[src/cth_defs.vh]
// Offsets, reset values and timing counts of the configuration table block
`ifndef CTH_DEFS_VH
`define CTH_DEFS_VH

// ------------------------------
// Table field offsets (byte addresses inside the table window)
// ------------------------------
`define CTH_OFF_SIGNATURE   8'h00
`define CTH_OFF_VERSION     8'h04
`define CTH_OFF_SUPPORTED   8'h08
`define CTH_OFF_ACTIVE      8'h0C
`define CTH_OFF_REQUESTED   8'h10
`define CTH_OFF_CMD_UPPER   8'h14
`define CTH_OFF_DELAY       8'h18
`define CTH_OFF_COUNT       8'h1C
`define CTH_OFF_MAX_OUTST   8'h20

// ------------------------------
// Messaging region offsets
// ------------------------------
`define CTH_OFF_DOORBELL    8'h20
`define CTH_OFF_DB_CLEAR    8'h70
`define CTH_OFF_LOC_SEL     8'hB4
`define CTH_OFF_MEM_OFFSET  8'hB8

// ------------------------------
// Field positions and reset values
// ------------------------------
`define CTH_BIT_READY       0
`define CTH_BIT_SIMPLE      1
`define CTH_BIT_TABLE_DB    0
`define CTH_SEL_CFG_LSB     0
`define CTH_SEL_WID_LSB     16
`define CTH_RST_REQUESTED   32'h00000000
`define CTH_RST_CMD_UPPER   32'h00000000
`define CTH_RST_DELAY       32'h00000000
`define CTH_RST_COUNT       32'h00000001
`define CTH_RST_ACTIVE      32'h00000000

// ------------------------------
// Timing
// ------------------------------
`define CTH_CLK_PERIOD_NS   5
`define CTH_US_NS           1000
`define CTH_CYC_PER_US      (`CTH_US_NS / `CTH_CLK_PERIOD_NS)

`endif

[src/cth_doorbell.v]
// Inbound doorbell pending bits with host set and controller clear
`timescale 1ns/10ps
`include "cth_defs.vh"

module cth_doorbell #(
    parameter WIDTH = 32
) (
    input  wire             clk_sys,
    input  wire             resetn,
    input  wire             set_wr,
    input  wire [WIDTH-1:0] set_mask,
    input  wire [WIDTH-1:0] clr_mask,
    output reg  [WIDTH-1:0] pending,
    output reg              ctl_irq
);

    // ------------------------------
    // Per-bit pending flags
    // ------------------------------
    genvar i;
    generate
        for (i = 0; i < WIDTH; i = i + 1) begin : g_bit
            // host one sets
            // controller one clears, a same-cycle set wins
            always @(posedge clk_sys or negedge resetn) begin
                if (!resetn) begin
                    pending[i] <= 1'b0;
                end else if (set_wr && set_mask[i]) begin
                    pending[i] <= 1'b1;
                end else if (clr_mask[i]) begin
                    pending[i] <= 1'b0;
                end
            end
        end
    endgenerate

    // ------------------------------
    // Controller interrupt
    // ------------------------------
    // any pending bit interrupts
    always @(posedge clk_sys or negedge resetn) begin
        if (!resetn) begin
            ctl_irq <= 1'b0;
        end else begin
            ctl_irq <= |pending;
        end
    end

endmodule

[src/cth_coalesce.v]
// Host interrupt coalescing by microsecond delay and event count
`timescale 1ns/10ps
`include "cth_defs.vh"

module cth_coalesce #(
    parameter CYC_PER_US = `CTH_CYC_PER_US
) (
    input  wire        clk_sys,
    input  wire        resetn,
    input  wire        event_in,
    input  wire [31:0] delay_us,
    input  wire [31:0] count,
    output reg         host_irq,
    output reg         polled
);

    localparam integer PRE_I    = CYC_PER_US - 1;
    localparam [15:0]  PRE_LAST = PRE_I[15:0];

    reg  [31:0] pend_cnt;
    reg  [15:0] us_pre;
    reg  [31:0] us_cnt;
    reg         armed;
    wire [31:0] next_pend;
    wire        is_polled;
    wire        count_hit;
    wire        time_hit;
    wire        fire;

    // ------------------------------
    // Fire conditions
    // ------------------------------
    assign next_pend = pend_cnt + {31'h00000000, event_in};
    // both zero means polled mode
    assign is_polled = (delay_us == 32'h00000000) && (count == 32'h00000000);
    // count reached; one passes every event at once
    assign count_hit = (count != 32'h00000000) && event_in &&
                       (next_pend >= count);
    // zero delay never fires on time
    assign time_hit  = (delay_us != 32'h00000000) && armed &&
                       (us_cnt >= delay_us);
    // whichever comes first
    assign fire = !is_polled && (count_hit || time_hit);

    // ------------------------------
    // Counters and output pulse
    // ------------------------------
    always @(posedge clk_sys or negedge resetn) begin
        if (!resetn) begin
            host_irq <= 1'b0;
            polled   <= 1'b0;
            pend_cnt <= 32'h00000000;
            us_pre   <= 16'h0000;
            us_cnt   <= 32'h00000000;
            armed    <= 1'b0;
        end else begin
            host_irq <= fire;
            polled   <= is_polled;
            if (fire || is_polled) begin
                // Polled mode drops events; host reads status itself
                pend_cnt <= 32'h00000000;
                armed    <= 1'b0;
                us_pre   <= 16'h0000;
                us_cnt   <= 32'h00000000;
            end else if (event_in && !armed) begin
                pend_cnt <= next_pend;
                armed    <= 1'b1;
                us_pre   <= 16'h0000;
                us_cnt   <= 32'h00000000;
            end else begin
                pend_cnt <= next_pend;
                if (armed) begin
                    if (us_pre == PRE_LAST) begin
                        us_pre <= 16'h0000;
                        us_cnt <= us_cnt + 32'h00000001;
                    end else begin
                        us_pre <= us_pre + 16'h0001;
                    end
                end
            end
        end
    end

endmodule

[src/cth_top.v]
// Configuration table, locator words and doorbell handshake of the controller
`timescale 1ns/10ps
`include "cth_defs.vh"

// Behaviour
// Host finds the table by reading locator words at 0xB4 and 0xB8.
// Selector word: config offset in low 16 bits, width id in high.
// Memory offset word gives table byte offset from selected base.
// Host waits for the ready point before using the table.
// Host leaves controller-owned fields alone; no hardware protection exists. Here host writes to those fields are ignored.
// Host rings doorbell bit 0 after updating its table fields.
// Host polls doorbell; controller clears bit 0 after processing.
// After the clear, the controller runs on the new configuration.
// Table offset 04 holds the interface version number.
// Offset 08: bit 0 ready, bit 1 simple method, rest reserved.
// Offset 0C reports the active transport method.
// Host requests a transport method at offset 10.
// Offset 14 holds upper address of the command region; controller uses it.
// Offset 18 is coalescing delay in microseconds; zero disables it.
// Offset 1C is coalescing count; zero disables, one passes all.
// Interrupt passes when delay or count condition is met first.
// Coalescing delay resets to zero.
// Coalescing count resets to one.
// Both coalescing fields zero means polled mode, no host interrupts.
// Offset 20 reports maximum outstanding commands.
// Host ones on doorbell at 0x20 interrupt controller; reads show pending.
// Controller clears doorbell bits by writing ones at 0x70.
// Apply requested method and update active field before clearing bit 0.
module cth_top #(
    parameter [31:0] SIGNATURE     = 32'h5441424C,  // Arbitrary value
    parameter [31:0] VERSION       = 32'h00000001,
    parameter [15:0] SEL_CFG_OFF   = 16'h0014,
    parameter [15:0] SEL_WIDTH_ID  = 16'h0000,
    parameter [31:0] MEM_OFFSET    = 32'h00000000,
    parameter [31:0] MAX_OUTST     = 32'h00000040,
    parameter        SIMPLE_OK     = 1,
    parameter        DB_WIDTH      = 32
) (
    input  wire        clk_sys,
    input  wire        resetn,
    input  wire        host_rd,
    input  wire        host_wr,
    input  wire        host_table,
    input  wire [7:0]  host_addr,
    input  wire [31:0] host_wdata,
    output reg  [31:0] host_rdata,
    output reg         host_rvalid,
    input  wire        ctl_ready,
    input  wire        ctl_clr_wr,
    input  wire [7:0]  ctl_clr_addr,
    input  wire [31:0] ctl_clr_data,
    input  wire        ctl_event,
    output wire        ctl_doorbell_irq,
    output wire        host_irq,
    output wire        polled_mode,
    output reg  [31:0] cur_method,
    output reg  [31:0] cur_cmd_upper,
    output reg         cfg_update_done
);

    // ------------------------------
    // States of the table update handshake
    // ------------------------------
    localparam [2:0] ST_IDLE  = 3'b001;
    localparam [2:0] ST_APPLY = 3'b010;
    localparam [2:0] ST_CLEAR = 3'b100;

    reg  [2:0]          state;
    reg  [2:0]          next_state;
    reg  [31:0]         requested_method;
    reg  [31:0]         command_region_upper_address;
    reg  [31:0]         coalesce_delay_us;
    reg  [31:0]         coalesce_count;
    reg  [31:0]         active_method;
    reg  [31:0]         applied_delay;
    reg  [31:0]         applied_count;
    reg  [31:0]         next_rdata;
    reg  [31:0]         next_method;
    wire [31:0]         supported_methods;
    wire [DB_WIDTH-1:0] db_pending;
    wire [DB_WIDTH-1:0] db_clr_mask;
    wire [DB_WIDTH-1:0] fsm_clr;
    wire                tbl_wr;
    wire                msg_wr;
    wire                db_set_wr;

    // ------------------------------
    // Decode of host writes
    // ------------------------------
    // Shared strobe, two spaces
    assign tbl_wr    = host_wr && host_table;
    assign msg_wr    = host_wr && !host_table;
    // host doorbell ring
    assign db_set_wr = msg_wr && (host_addr == `CTH_OFF_DOORBELL);

    // ready and method support bits, others reserved zero
    assign supported_methods = {30'h00000000,
                                (SIMPLE_OK != 0),
                                ctl_ready};

    // ------------------------------
    // Host-owned table fields
    // ------------------------------
    // controller fields have no host write path here
    always @(posedge clk_sys or negedge resetn) begin
        if (!resetn) begin
            requested_method             <= `CTH_RST_REQUESTED;
            command_region_upper_address <= `CTH_RST_CMD_UPPER;
            // delay resets to zero
            coalesce_delay_us            <= `CTH_RST_DELAY;
            // count resets to one
            coalesce_count               <= `CTH_RST_COUNT;
        end else if (tbl_wr) begin
            case (host_addr)
                // method request
                `CTH_OFF_REQUESTED: begin
                    requested_method <= host_wdata;
                end
                // command region upper bits
                `CTH_OFF_CMD_UPPER: begin
                    command_region_upper_address <= host_wdata;
                end
                // delay field
                `CTH_OFF_DELAY: begin
                    coalesce_delay_us <= host_wdata;
                end
                // count field
                `CTH_OFF_COUNT: begin
                    coalesce_count <= host_wdata;
                end
                default: begin
                    requested_method <= requested_method;
                end
            endcase
        end
    end

    // ------------------------------
    // Handshake state machine
    // ------------------------------
    always @* begin
        next_state = state;
        case (state)
            ST_IDLE: begin
                // Wait for ready so a ring before init is not lost
                if (db_pending[`CTH_BIT_TABLE_DB] && ctl_ready) begin
                    next_state = ST_APPLY;
                end
            end
            ST_APPLY: begin
                next_state = ST_CLEAR;
            end
            ST_CLEAR: begin
                next_state = ST_IDLE;
            end
            default: begin
                next_state = ST_IDLE;
            end
        endcase
    end

    // Method chosen from the request; unsupported requests keep the old one
    always @* begin
        next_method = active_method;
        if (requested_method[`CTH_BIT_SIMPLE] && (SIMPLE_OK != 0)) begin
            next_method = 32'h00000002;
        end
    end

    // State register
    always @(posedge clk_sys or negedge resetn) begin
        if (!resetn) begin
            state <= ST_IDLE;
        end else begin
            state <= next_state;
        end
    end

    // ------------------------------
    // Applied configuration
    // ------------------------------
    always @(posedge clk_sys or negedge resetn) begin
        if (!resetn) begin
            active_method   <= `CTH_RST_ACTIVE;
            applied_delay   <= `CTH_RST_DELAY;
            applied_count   <= `CTH_RST_COUNT;
            cur_method      <= `CTH_RST_ACTIVE;
            cur_cmd_upper   <= `CTH_RST_CMD_UPPER;
            cfg_update_done <= 1'b0;
        end else begin
            cfg_update_done <= (state == ST_CLEAR);
            if (state == ST_APPLY) begin
                // apply and report before the clear
                active_method <= next_method;
                // new configuration takes effect
                cur_method    <= next_method;
                // controller uses the region
                cur_cmd_upper <= command_region_upper_address;
                applied_delay <= coalesce_delay_us;
                applied_count <= coalesce_count;
            end
        end
    end

    // ------------------------------
    // Doorbell clear sources
    // ------------------------------
    // controller clears bit 0 once processed
    assign fsm_clr = {{(DB_WIDTH-1){1'b0}}, (state == ST_CLEAR)};
    // firmware clear writes at 0x70
    assign db_clr_mask = fsm_clr |
        ((ctl_clr_wr && (ctl_clr_addr == `CTH_OFF_DB_CLEAR)) ?
         ctl_clr_data[DB_WIDTH-1:0] : {DB_WIDTH{1'b0}});

    // Set wins over a same-cycle clear
    cth_doorbell #(
        .WIDTH    (DB_WIDTH)
    ) u_doorbell (
        .clk_sys  (clk_sys),
        .resetn   (resetn),
        .set_wr   (db_set_wr),
        .set_mask (host_wdata[DB_WIDTH-1:0]),
        .clr_mask (db_clr_mask),
        .pending  (db_pending),
        .ctl_irq  (ctl_doorbell_irq)
    );

    // ------------------------------
    // Host interrupt coalescing on the applied values
    // ------------------------------
    // Live writes wait for the next ring
    cth_coalesce #(
        .CYC_PER_US (`CTH_CYC_PER_US)
    ) u_coalesce (
        .clk_sys    (clk_sys),
        .resetn     (resetn),
        .event_in   (ctl_event),
        .delay_us   (applied_delay),
        .count      (applied_count),
        .host_irq   (host_irq),
        .polled     (polled_mode)
    );

    // ------------------------------
    // Read data selection
    // ------------------------------
    always @* begin
        next_rdata = 32'h00000000;
        if (host_table) begin
            case (host_addr)
                `CTH_OFF_SIGNATURE: next_rdata = SIGNATURE;
                // version word
                `CTH_OFF_VERSION:   next_rdata = VERSION;
                // supported methods and readiness
                `CTH_OFF_SUPPORTED: next_rdata = supported_methods;
                // active method
                `CTH_OFF_ACTIVE:    next_rdata = active_method;
                `CTH_OFF_REQUESTED: next_rdata = requested_method;
                `CTH_OFF_CMD_UPPER: next_rdata = command_region_upper_address;
                `CTH_OFF_DELAY:     next_rdata = coalesce_delay_us;
                `CTH_OFF_COUNT:     next_rdata = coalesce_count;
                // outstanding command limit
                `CTH_OFF_MAX_OUTST: next_rdata = MAX_OUTST;
                default:            next_rdata = 32'h00000000;
            endcase
        end else begin
            case (host_addr)
                // pending doorbell bits
                `CTH_OFF_DOORBELL: begin
                    next_rdata = {{(32-DB_WIDTH){1'b0}}, db_pending};
                end
                // selector word layout
                `CTH_OFF_LOC_SEL: begin
                    next_rdata = {SEL_WIDTH_ID, SEL_CFG_OFF};
                end
                // table byte offset
                `CTH_OFF_MEM_OFFSET: begin
                    next_rdata = MEM_OFFSET;
                end
                // Clear register is controller-only, reads zero
                default: begin
                    next_rdata = 32'h00000000;
                end
            endcase
        end
    end

    // Read answer one cycle after the request
    always @(posedge clk_sys or negedge resetn) begin
        if (!resetn) begin
            host_rdata  <= 32'h00000000;
            host_rvalid <= 1'b0;
        end else begin
            host_rvalid <= host_rd;
            if (host_rd) begin
                host_rdata <= next_rdata;
            end
        end
    end

endmodule

[config.mk]
export PLATFORM = sky130hd
export DESIGN_NAME = cth_top
export DESIGN_NICKNAME = d
export VERILOG_FILES = /design/src/cth_doorbell.v /design/src/cth_coalesce.v /design/src/cth_top.v
export VERILOG_INCLUDE_DIRS = /design/src
export SDC_FILE = /design/constraint.sdc
export NUM_CORES = 1
export LEC_CHECK = 0
export ABC_AREA = 1
export BUFFER_PORTS_ARGS = -buffer_cell sky130_fd_sc_hd__buf_4
export CAP_MARGIN = 20
export CORE_ASPECT_RATIO = 0.7
export CORE_UTILIZATION = 30
export DETAILED_ROUTE_END_ITERATION = 8
export PLACE_DENSITY = 0.57
export SYNTH_ARGS = -nofsm -noshare
export SYNTH_HDL_FRONTEND = slang
export SYNTH_SLANG_ARGS = --single-unit
[constraint.sdc]
create_clock -name clk_sys -period 10.4 [get_ports clk_sys]
set_clock_uncertainty 0.2 [all_clocks]
set_input_delay 1.04 -clock clk_sys [delete_from_list [all_inputs] [get_ports clk_sys]]
set_output_delay 1.04 -clock clk_sys [all_outputs]
set_load 0.02 [all_outputs]
# Word level (Yosys, flattened, before mapping)
# Cells that the tools add are included.
dict set report word_totals {
  latch_bits 0
  elab_cells 249
  input_bits 88
  ff_bits 378
  memories 0
  rom_bits 0
  output_inout_bits 101
  mem_bits_rw 0
}
dict set report classes {
  n_bitwise 1
  shifts 0
  eq_ne 15
  order_cmp 2
  n_addsub 3
  multipliers 0
  n_reduce_logical 96
  div_mod_pow 0
  mux 81
}
# operator count
set ops {}
lappend ops {{case mux 32 bit (9 select lines)} 1}
lappend ops {{two-way mux 32 bit} 7}
lappend ops {{two-way mux 1 bit} 66}
lappend ops {{nonzero test 2 bit} 33}
lappend ops {{greater-or-equal comparator 32 bit} 2}
lappend ops {{logical NOT 32 bit} 2}
lappend ops {{two-way mux 16 bit} 4}
lappend ops {{case mux 32 bit (2 select lines)} 1}
lappend ops {{nonzero test 32 bit} 2}
lappend ops {{logical AND 1 bit} 44}
lappend ops {{adder 32 x 1 -> 32 bit} 1}
lappend ops {{adder 32 x 1 -> 32 bit (second input constant)} 1}
lappend ops {{equality test 8 x 5 -> 1 bit (second input constant)} 4}
lappend ops {{OR 1 x 32 -> 32 bit} 1}
lappend ops {{OR reduction 32 bit} 1}
lappend ops {{adder 16 x 1 -> 16 bit (second input constant)} 1}
lappend ops {{equality test 16 x 8 -> 1 bit (second input constant)} 1}
lappend ops {{equality test 8 x 4 -> 1 bit (second input constant)} 2}
lappend ops {{AND reduction 2 bit} 6}
lappend ops {{equality test 8 x 3 -> 1 bit (second input constant)} 1}
lappend ops {{equality test 8 x 6 -> 1 bit (second input constant)} 1}
lappend ops {{equality test 8 x 7 -> 1 bit (second input constant)} 1}
lappend ops {{equality test 8 bit (second input constant)} 1}
lappend ops {{logical NOT 8 bit} 1}
lappend ops {{9 further kinds} 13}

# Depth between registers and ports, before layout
# Gate-level depths: netlist of the first run.
dict set report logic_depth {
  depth_word 8
  ltp_mapped 28
  ltp_nobuf 26
}

# Cells and area by module
# A second synthesis of the first run with hierarchy kept.
dict set report unflattened {
  hier_cells 2624
  area_unflattened_um2 20520.9
}
# mod n_inst area_each_um2 cells_per_inst seq_area_each_um2
set modules_own_cells {}
lappend modules_own_cells {cth_top 1 11748.8 1445 6560.0}
lappend modules_own_cells {cth_coalesce 1 7288.2 1018 2077.0}
lappend modules_own_cells {cth_doorbell 1 1483.9 161 825.8}

# Worst setup path after synthesis of the first run
# Ideal clock, no wire load.
dict set report synth_path {
  path_type {input -> register}
  start {input port ctl_event}
  end {register u_coalesce.us_pre[1]}
  path_stages 24
  path_buffers 2
  arrival_time_ns 3.844
  setup_time_ns 0.118
  required_time_ns 10.082
  slack_ns 6.237
  cell_sequence {ha_1 -> ha_1 -> nand2_1 -> inv_1 -> nand2_1 -> nor2_1 -> nor4b_1 -> nand3_1 -> xor2_1 -> inv_1 -> ha_1 -> nand2_1 -> nor2_1 -> nand2_1 -> nor4_1 -> nand2_1 -> nand2_1 -> nand2_1 -> nand2_2 -> nor2_4 -> buf_6 -> buf_6 -> nand3_1 -> nand2_1}
}
dict set report synth_between {
  elab_chain_len 7
  elab_cells_between_ends 11
  classes_between {add/sub (1); order compare (1); mux (2); reduce/logical (7)}
}
# item line
set synth_lines {}
lappend synth_lines {{start: declaration} cth_top.v:52} ;# input wire ctl_event,
lappend synth_lines {{adder 32 x 1 -> 32 bit} cth_coalesce.v:33} ;# assign next_pend = pend_cnt + {31'h00000000, event_in};
lappend synth_lines {{greater-or-equal comparator 32 bit} cth_coalesce.v:38} ;# (next_pend >= count);
lappend synth_lines {{logical AND 1 bit (*)} cth_coalesce.v:37} ;# assign count_hit = (count != 32'h00000000) && event_in &&
lappend synth_lines {{logical OR 1 bit (*)} cth_coalesce.v:43} ;# assign fire = !is_polled && (count_hit || time_hit);
lappend synth_lines {{logical AND 1 bit (*)} cth_coalesce.v:43}
lappend synth_lines {{named net u_coalesce.fire} cth_coalesce.v:28} ;# wire fire;
lappend synth_lines {{logical OR 1 bit (*)} cth_coalesce.v:59} ;# if (fire || is_polled) begin
lappend synth_lines {{nonzero test 3 bit (no line) or two-way mux 16 bit (tied branches)} --}
lappend synth_lines {{end signal: assignment} cth_coalesce.v:77} ;# us_pre <= us_pre + 16'h0001;
lappend synth_lines {{end: declaration} cth_coalesce.v:21} ;# reg [15:0] us_pre;
# Mark *: on every way through the listed nets, which the timed path passes. The rest lies on a longest branch.
# A chain may end at the register's enable or synchronous reset.

# Worst setup path in the final report of the first run
dict set report layout_path {
  start {input port ctl_event}
  end {register u_coalesce.pend_cnt[15]}
}
dict set report layout_between {
  elab_chain_len 7
  elab_cells_between_ends 8
  classes_between {add/sub (1); order compare (1); mux (1); reduce/logical (5)}
}
# item line
set layout_lines {}
lappend layout_lines {{adder 32 x 1 -> 32 bit} cth_coalesce.v:33}
lappend layout_lines {{greater-or-equal comparator 32 bit} cth_coalesce.v:38}
lappend layout_lines {{logical AND 1 bit (*)} cth_coalesce.v:37}
lappend layout_lines {{logical OR 1 bit (*)} cth_coalesce.v:43}
lappend layout_lines {{logical AND 1 bit (*)} cth_coalesce.v:43}
lappend layout_lines {{named net u_coalesce.fire} cth_coalesce.v:28}
lappend layout_lines {{logical OR 1 bit (*)} cth_coalesce.v:59}
lappend layout_lines {{two-way mux 32 bit (*)} cth_coalesce.v:59}
lappend layout_lines {{end signal: assignment} cth_coalesce.v:66} ;# pend_cnt <= next_pend;
lappend layout_lines {{end signal: assignment} cth_coalesce.v:71} ;# pend_cnt <= next_pend;
lappend layout_lines {{end: declaration} cth_coalesce.v:20} ;# reg [31:0] pend_cnt;
# Marks and branches as above.

==> out/qor.txt, run 1 <==
Status: completed
H-tree Lvls: 2
Count leader, synth: nand2_1
I/O pin count: 189
Total GRT Usage: 17.6%
Post-synth top area cell: dfrtp_1
DR WL/cell: 16.9 um
First DRT Iteration DRCs: 1379
Via Count: 16600
Share of flip-flops with an asynchronous set or reset: 100%
Pleak: 10.8 nW
Synth-to-Final Area Change: 17.0%
Post-synthesis sequential area ratio: 48.5%
Worst Slack Setup Final: 4.98 ns
Critical path's slowest cell: buf_4
Yosys top cell area share: 48.1%
Die Width: 307 um
Top cells by area, synth: dfrtp_1 48%, nand2_1 13%, o21ai_0 6.9%
Gpl congestion: 0.878
Effective utilization at floorplan: 30.6%
Clock slew at reported path FFs: 0.06 ns
Routed WL: 57900 um
Mapped Area: 19500 um^2
PwrDens: 140 nW/um^2
Via/cell ratio: 4.86
Grt ovf: 0
CP Max Fanout: 98
Fin crit share: 52.1%
Vias in the first global route: 16200
Clock sinks: 378
Ys Warns: 0
Post-DP HPWL: 42200 um
Nets: 2672
Syn_area_per_cell: 8.10 um^2
Cell variety after synth: 57
Storage cell area: 9460 um^2
ANT nets after route: 0
Full die area: 66000 um^2
CTS tree: built
Placement Setup Slack: 4.50 ns
Root Buffer: clkbuf_16
Crit path largest cell delay: 0.71 ns
Worst-path cell chain: buf_4 -> ha_1 -> ha_1 -> nand2_1 -> inv_1 -> nand2_1 -> nor2_1 -> nor4b_1 -> nand3_1 -> xor2_1 -> inv_1 -> ha_1 -> nand2_1 -> nor2_1 -> nand2_1 -> inv_1 -> a21oi_1 -> nand2_1 -> nand2_1 -> nand2_2 -> nor2_4 -> buf_4 -> inv_2 -> nor3_1
Clock Path Buffers: 3
Fin Setup TNS: 0 ns
Layout cell share with drive strength beyond 1: 12.2%
Slew Viols, Final: 0
Syn Inst Count: 2407
First-pass GRT wire length: 92500 um
IO Port Bufs: 157
Rel. slew slack: 35.7%
# rows: 77
Fmax: 184 MHz
TritonCTS Buffers: 39
Worst Max-Slew Pin Slew: 0.965 ns
Antenna violations before repair: 0
#FFs+latches synth: 378
HP Class: reg2reg
Critical Path Most Common Cell: nand2_1
Post-synth EDFFs: 0
Drt drc: 0
Most used DFF post-synth: dfrtp_1
Maximum VDD drop: 0.0806 mV
Multi-input gate area: 8560 um^2
Crit path launch type: primary input
Postcts setup bufs: 0
Worst Setup End Kind: register
Die Height: 215 um
CP Class: in2reg
Post-CTS Resized: 0
Core Area: 63700 um^2
Max_cap viols: 0
Most frequent cells after synthesis: 672 x nand2_1, 375 x dfrtp_1, 267 x o21ai_0
Clk_lat worst skew: 0.57 ns
Final setup fails: 0
Hold_buf cts: 0
Final Critical Period: 5.42 ns
Filler instances: 6569
Final Hold Fails: 0
Unrepaired setup endpoints after global routing: no
Largest net degree at the start of global routing: 102
Req. time, crit path: 10.65 ns
1st-pass router iterations: 6
Critical Path AT: 5.67 ns
power by group:
| part | switching, W | total, W | leakage, nW | internal, W |
|---|---|---|---|---|
| Combinational | 0.000121 | 0.000174 | 4.96 | 0.0000537 |
| Clock | 0.000634 | 0.00151 | 0.671 | 0.000875 |
| Sequential | 0.0000206 | 0.00152 | 5.20 | 0.00150 |
| Total | 0.000775 | 0.00320 | 10.8 | 0.00243 |
stage by stage:
step	utilization (%)	hold WS [ns]	power [W]	cell area (um^2)	std cells
finish	35.8	0.265	0.00320	22800	3417
global route	35.8	0.285	0.00331	22800	3416
CTS	35.7	0.264	0.00323	22700	3411
detailed placement	33.5	0.255	0.00172	21300	3339
global placement	33.5	0.252	0.00172	21300	3338
floorplan	-	0.213	0.00162	19600	2437
critical path: cells and delay by family:
family | cells | cell delay (ns)
buffers and inverters | 6 | 1.55
adder cells (fa/ha/maj) | 3 | 0.64
XOR/XNOR | 1 | 0.25
AND/OR/NAND/NOR | 13 | 1.97
AO/OA/AOI/OAI | 1 | 0.15
final timing paths:
check	startpoint	endpoint	slack [ns]	depth (start not counted)
setup / recovery	ctl_event	u_coalesce.pend_cnt[15]	4.98	24
hold / removal	state[1]	cfg_update_done	0.27	1
setup reg to reg	u_coalesce.pend_cnt[0]	u_coalesce.pend_cnt[15]	5.27	23
hold reg to reg	state[1]	cfg_update_done	0.27	1
max in group asynchronous	resetn	u_doorbell.pending[25]	8.15	2
min in group asynchronous	resetn	host_rdata[8]	0.31	1
routing by layer:
metal | up-vias | track usage, % | share of wire, %
met4 | 0 | 3.55 | 1.6
met2 | 405 | 24.9 | 41
met3 | 72 | 3.71 | 5.9
li1 | 8064 | - | -
met5 | - | 0 | 0
met1 | 8066 | 27.1 | 51
logic make-up (layout without fill, tap and decap cells):
group	Yosys count	after routing	share of synthesized area [%]
flip-flops	378	378	48.5
XOR/XNOR	49	49	2.24
adder cells (fa/ha/maj)	68	68	4.36
other	1	32	0.0192
AO/OA/AOI/OAI	422	422	12.2
buffers and inverters	387	497	8.36
AND/OR/NAND/NOR	1102	1102	24.3
area by class of cell:
class / instances / area share (%)
Antenna cell: 1 / 0.0110
Clock inverter: 15 / 0.987
Clock buffer: 57 / 5.02
Inverter: 248 / 4.08
Multi-Input combinational cell: 1672 / 37.5
Tap cell: 869 / 4.76
Sequential cell: 378 / 41.5
Timing Repair Buffer: 177 / 6.19
cells in the final DEF (no fill, tap or decap), types with 11 or more instances in the layout:
cell type	n
o2111ai_1	11
dfrtp_1	375
nand3_1	70
a31oi_1	27
inv_2	26
a21oi_1	48
nor3_1	39
nand4_1	73
o211ai_1	34
conb_1	31
ha_1	68
o21ai_0	267
nor4_1	20
xnor2_1	11
xor2_1	37
inv_1	219
clkbuf_16	40
nand2_1	669
buf_4	170
nor2_1	182
Note: power is estimated with default switching activity, not from simulation.
==> run 2: changes to the inputs <==
--- a/config.mk
+++ b/config.mk
@@ -12,7 +12,7 @@
 export CORE_ASPECT_RATIO = 0.7
 export CORE_UTILIZATION = 30
 export DETAILED_ROUTE_END_ITERATION = 8
-export PLACE_DENSITY = 0.57
+export PLACE_DENSITY = 0.59
 export SYNTH_ARGS = -nofsm -noshare
 export SYNTH_HDL_FRONTEND = slang
 export SYNTH_SLANG_ARGS = --single-unit
==> constraint.sdc (replaced) <==
create_clock -name clk_sys -period 4.5 [get_ports clk_sys]
set_clock_uncertainty 0.2 [all_clocks]
set_input_delay 0.45 -clock clk_sys [delete_from_list [all_inputs] [get_ports clk_sys]]
set_output_delay 0.45 -clock clk_sys [all_outputs]
set_load 0.02 [all_outputs]
==> out/qor.txt, run 2 (synthesized netlist as in run 1, its figures left out) <==
Storage cell area: 9460 um^2 (unchanged)
Worst Reg-to-Reg Cells: 25 (+8.7%)
Critical Path AT: 4.41 ns (-1.26 ns)
Max_cap viols: 0 (unchanged)
Fmax: 242 MHz
Clock slew at reported path FFs: 0.07 ns (about the same)
Critical Path Most Common Cell: nand2_1
Clock sinks: 378 (unchanged)
FF-to-FF Start: u_coalesce.pend_cnt[0]
Req. time, crit path: 4.77 ns (-5.88 ns)
Fin area: 23300 um^2 (+1.9%)
First-pass GRT wire length: 90400 um (-2.3%)
Worst Max-Slew Pin Slew: 0.987 ns (+0.0222 ns)
CTS tree: built
Fin Setup TNS: 0 ns (unchanged)
Largest net degree at the start of global routing: 139 (+36%)
Worst Setup End Kind: register
Antenna violations before repair: 0 (unchanged)
CP Max Fanout: 59 (-40%)
Filler instances: 6658 (+1.4%)
Total GRT Usage: 17.1% (-0.42 points)
Multi-input gate area: 8580 um^2 (+0.28%)
Rel. slew slack: 34.1% (-1.6 points)
Pleak: 11.0 nW (+1.9%)
Gpl congestion: 0.874 (-0.46%)
Routed WL: 57100 um (-1.3%)
Final core utilization: 36.5% (+0.68 points)
Buffers & Inverters on Critical Path: 3 (-3)
IO Port Bufs: 157 (unchanged)
Critical path's slowest cell: dfrtp_1
H-tree Lvls: 2 (unchanged)
Synth-to-Final Area Change: 19.3%
I/O pin count: 189 (unchanged)
Final Critical Period: 4.14 ns
Postcts setup bufs: 0 (unchanged)
1st-pass router iterations: 5 (-1)
Maximum VDD drop: 0.301 mV (+270%)
Clock Path Buffers: 3 (unchanged)
Final setup fails: 0 (unchanged)
Min-Delay Path Depth: 3 (+2)
First DRT Iteration DRCs: 1548 (+12%)
CP Class: reg2reg
Clk_lat worst skew: 0.57 ns (about the same)
Drt drc: 0 (unchanged)
Via/cell ratio: 4.81 (-1.0%)
Flop-to-flop setup slack: 0.36 ns (-4.91 ns)
Final Hold Fails: 0 (unchanged)
TritonCTS Buffers: 37 (-5.1%)
Root Buffer: clkbuf_16
HP Class: in2reg
Status: completed
Total placed instance area: 21600 um^2 (+1.0%)
Grt ovf: 0 (unchanged)
PwrDens: 306 nW/um^2 (+120%)
Crit path largest cell delay: 0.33 ns (-0.38 ns)
Core Area: 63700 um^2 (unchanged)
Vias in the first global route: 15500 (-4.2%)
Post-DP HPWL: 40900 um (-2.9%)
DR WL/cell: 16.5 um (-2.7%)
Effective utilization at floorplan: 30.6% (unchanged)
Die Height: 215 um (unchanged)
Unrepaired setup endpoints after global routing: no
Total power after layout: 0.00712 W (+120%)
Fin crit share: 92.0%
RR Endpoint: u_coalesce.us_cnt[26]
# rows: 77 (unchanged)
Full die area: 66000 um^2 (unchanged)
Most frequent cells in the layout: 669 x nand2_1, 375 x dfrtp_1, 267 x o21ai_0, 219 x inv_1, 183 x buf_4
Layout cell share with drive strength beyond 1: 12.6% (+0.43 points)
Die Width: 307 um (unchanged)
Via Count: 16700 (+0.31%)
Cell family with most CP delay: simple AND/OR/NAND/NOR gates
Worst Hold End: coalesce_delay_us[13]
ANT nets after route: 0 (unchanged)
N_diodes: 0 (-1)
Worst min-delay path startpoint: host_wdata[13]
Most common cell after layout, fill and taps aside: nand2_1
Slew Viols, Final: 0 (unchanged)
Nets: 2725 (+2.0%)
Crit path launch type: register
[run 2: cell count changes in the layout (fill, tap and decap cells not counted), moves of 2 or more]
| cell | previous run | this run |
|---|---|---|
| dlygate4sd3_1 | 0 | 35 |
| buf_4 | 170 | 183 |
| buf_12 | 4 | 9 |
| bufinv_16 | 4 | 1 |
| clkbuf_1 | 9 | 6 |
| clkbuf_16 | 40 | 37 |
| clkinv_4 | 2 | 0 |
[run 2: metal layers]
metal	track usage, %	part of all wire, %	vias up
met5	0	0	-
met4	2.72	1.2	0
met3	3.35	6.8	46
li1	-	-	8190
met2	22.4	39	435
met1	28.5	53	7988
[run 2: repair_timing]
| action | in CTS | in global routing |
|---|---|---|
| resized for setup | 0 | 2 |
| endpoints found under the hold margin | 123 | 0 |
| hold buffers | 35 | 0 |
| endpoints found under the setup margin | 0 | 74 |
[run 2: cell type report]
type / instances / area share [%]
Sequential cell: 378 / 40.7
Multi-Input combinational cell: 1674 / 36.9
Timing Repair Buffer: 230 / 8.49
Tap cell: 869 / 4.67
Clock buffer: 52 / 4.61
Inverter: 248 / 4.01
Clock inverter: 13 / 0.646
[run 2: worst reg2reg max path: cells and delay by family, from the launching register on]
kind	cells	cell delay, ns
compound gates	2	0.21
xor+xnor	1	0.22
fa+ha+maj	3	0.67
buf+inv	3	0.47
flops	1	0.33
simple gates	16	1.96
[run 2: stage by stage]
| stage | hold slack, ns | std cells | setup WS [ns] |
|---|---|---|---|
| finish | 0.00876 | 3464 | 0.360 |
| global route | 0.0259 | 3464 | 0.000919 |
| CTS | 0.00395 | 3458 | 0.0508 |
| detailed placement | 0.248 | 3358 | -0.119 |
| global placement | 0.248 | 3357 | -0.0524 |
| floorplan | -0.0456 | 2437 | 0.927 |
[run 2: power breakdown]
part,internal [W],switching (W)
Combinational,0.000148,0.000288
Clock,0.00175,0.00143
Sequential,0.00346,0.0000467
Total,0.00536,0.00176
[run 2: how the worst max path moves through the flow]
stage	from	endpoint	slack, ns	cells after the start
final	u_coalesce.pend_cnt[0]	u_coalesce.us_cnt[26]	0.36	25
after floorplan	ctl_event	u_coalesce.us_pre[1]	0.93	24
after CTS	u_coalesce.pend_cnt[0]	u_coalesce.us_cnt[23]	0.05	24
after detailed placement	ctl_event	u_coalesce.us_cnt[23]	-0.12	26
after global routing	u_coalesce.pend_cnt[0]	u_coalesce.us_cnt[24]	0.0009	25
after global placement	ctl_event	u_coalesce.us_cnt[31]	-0.05	28
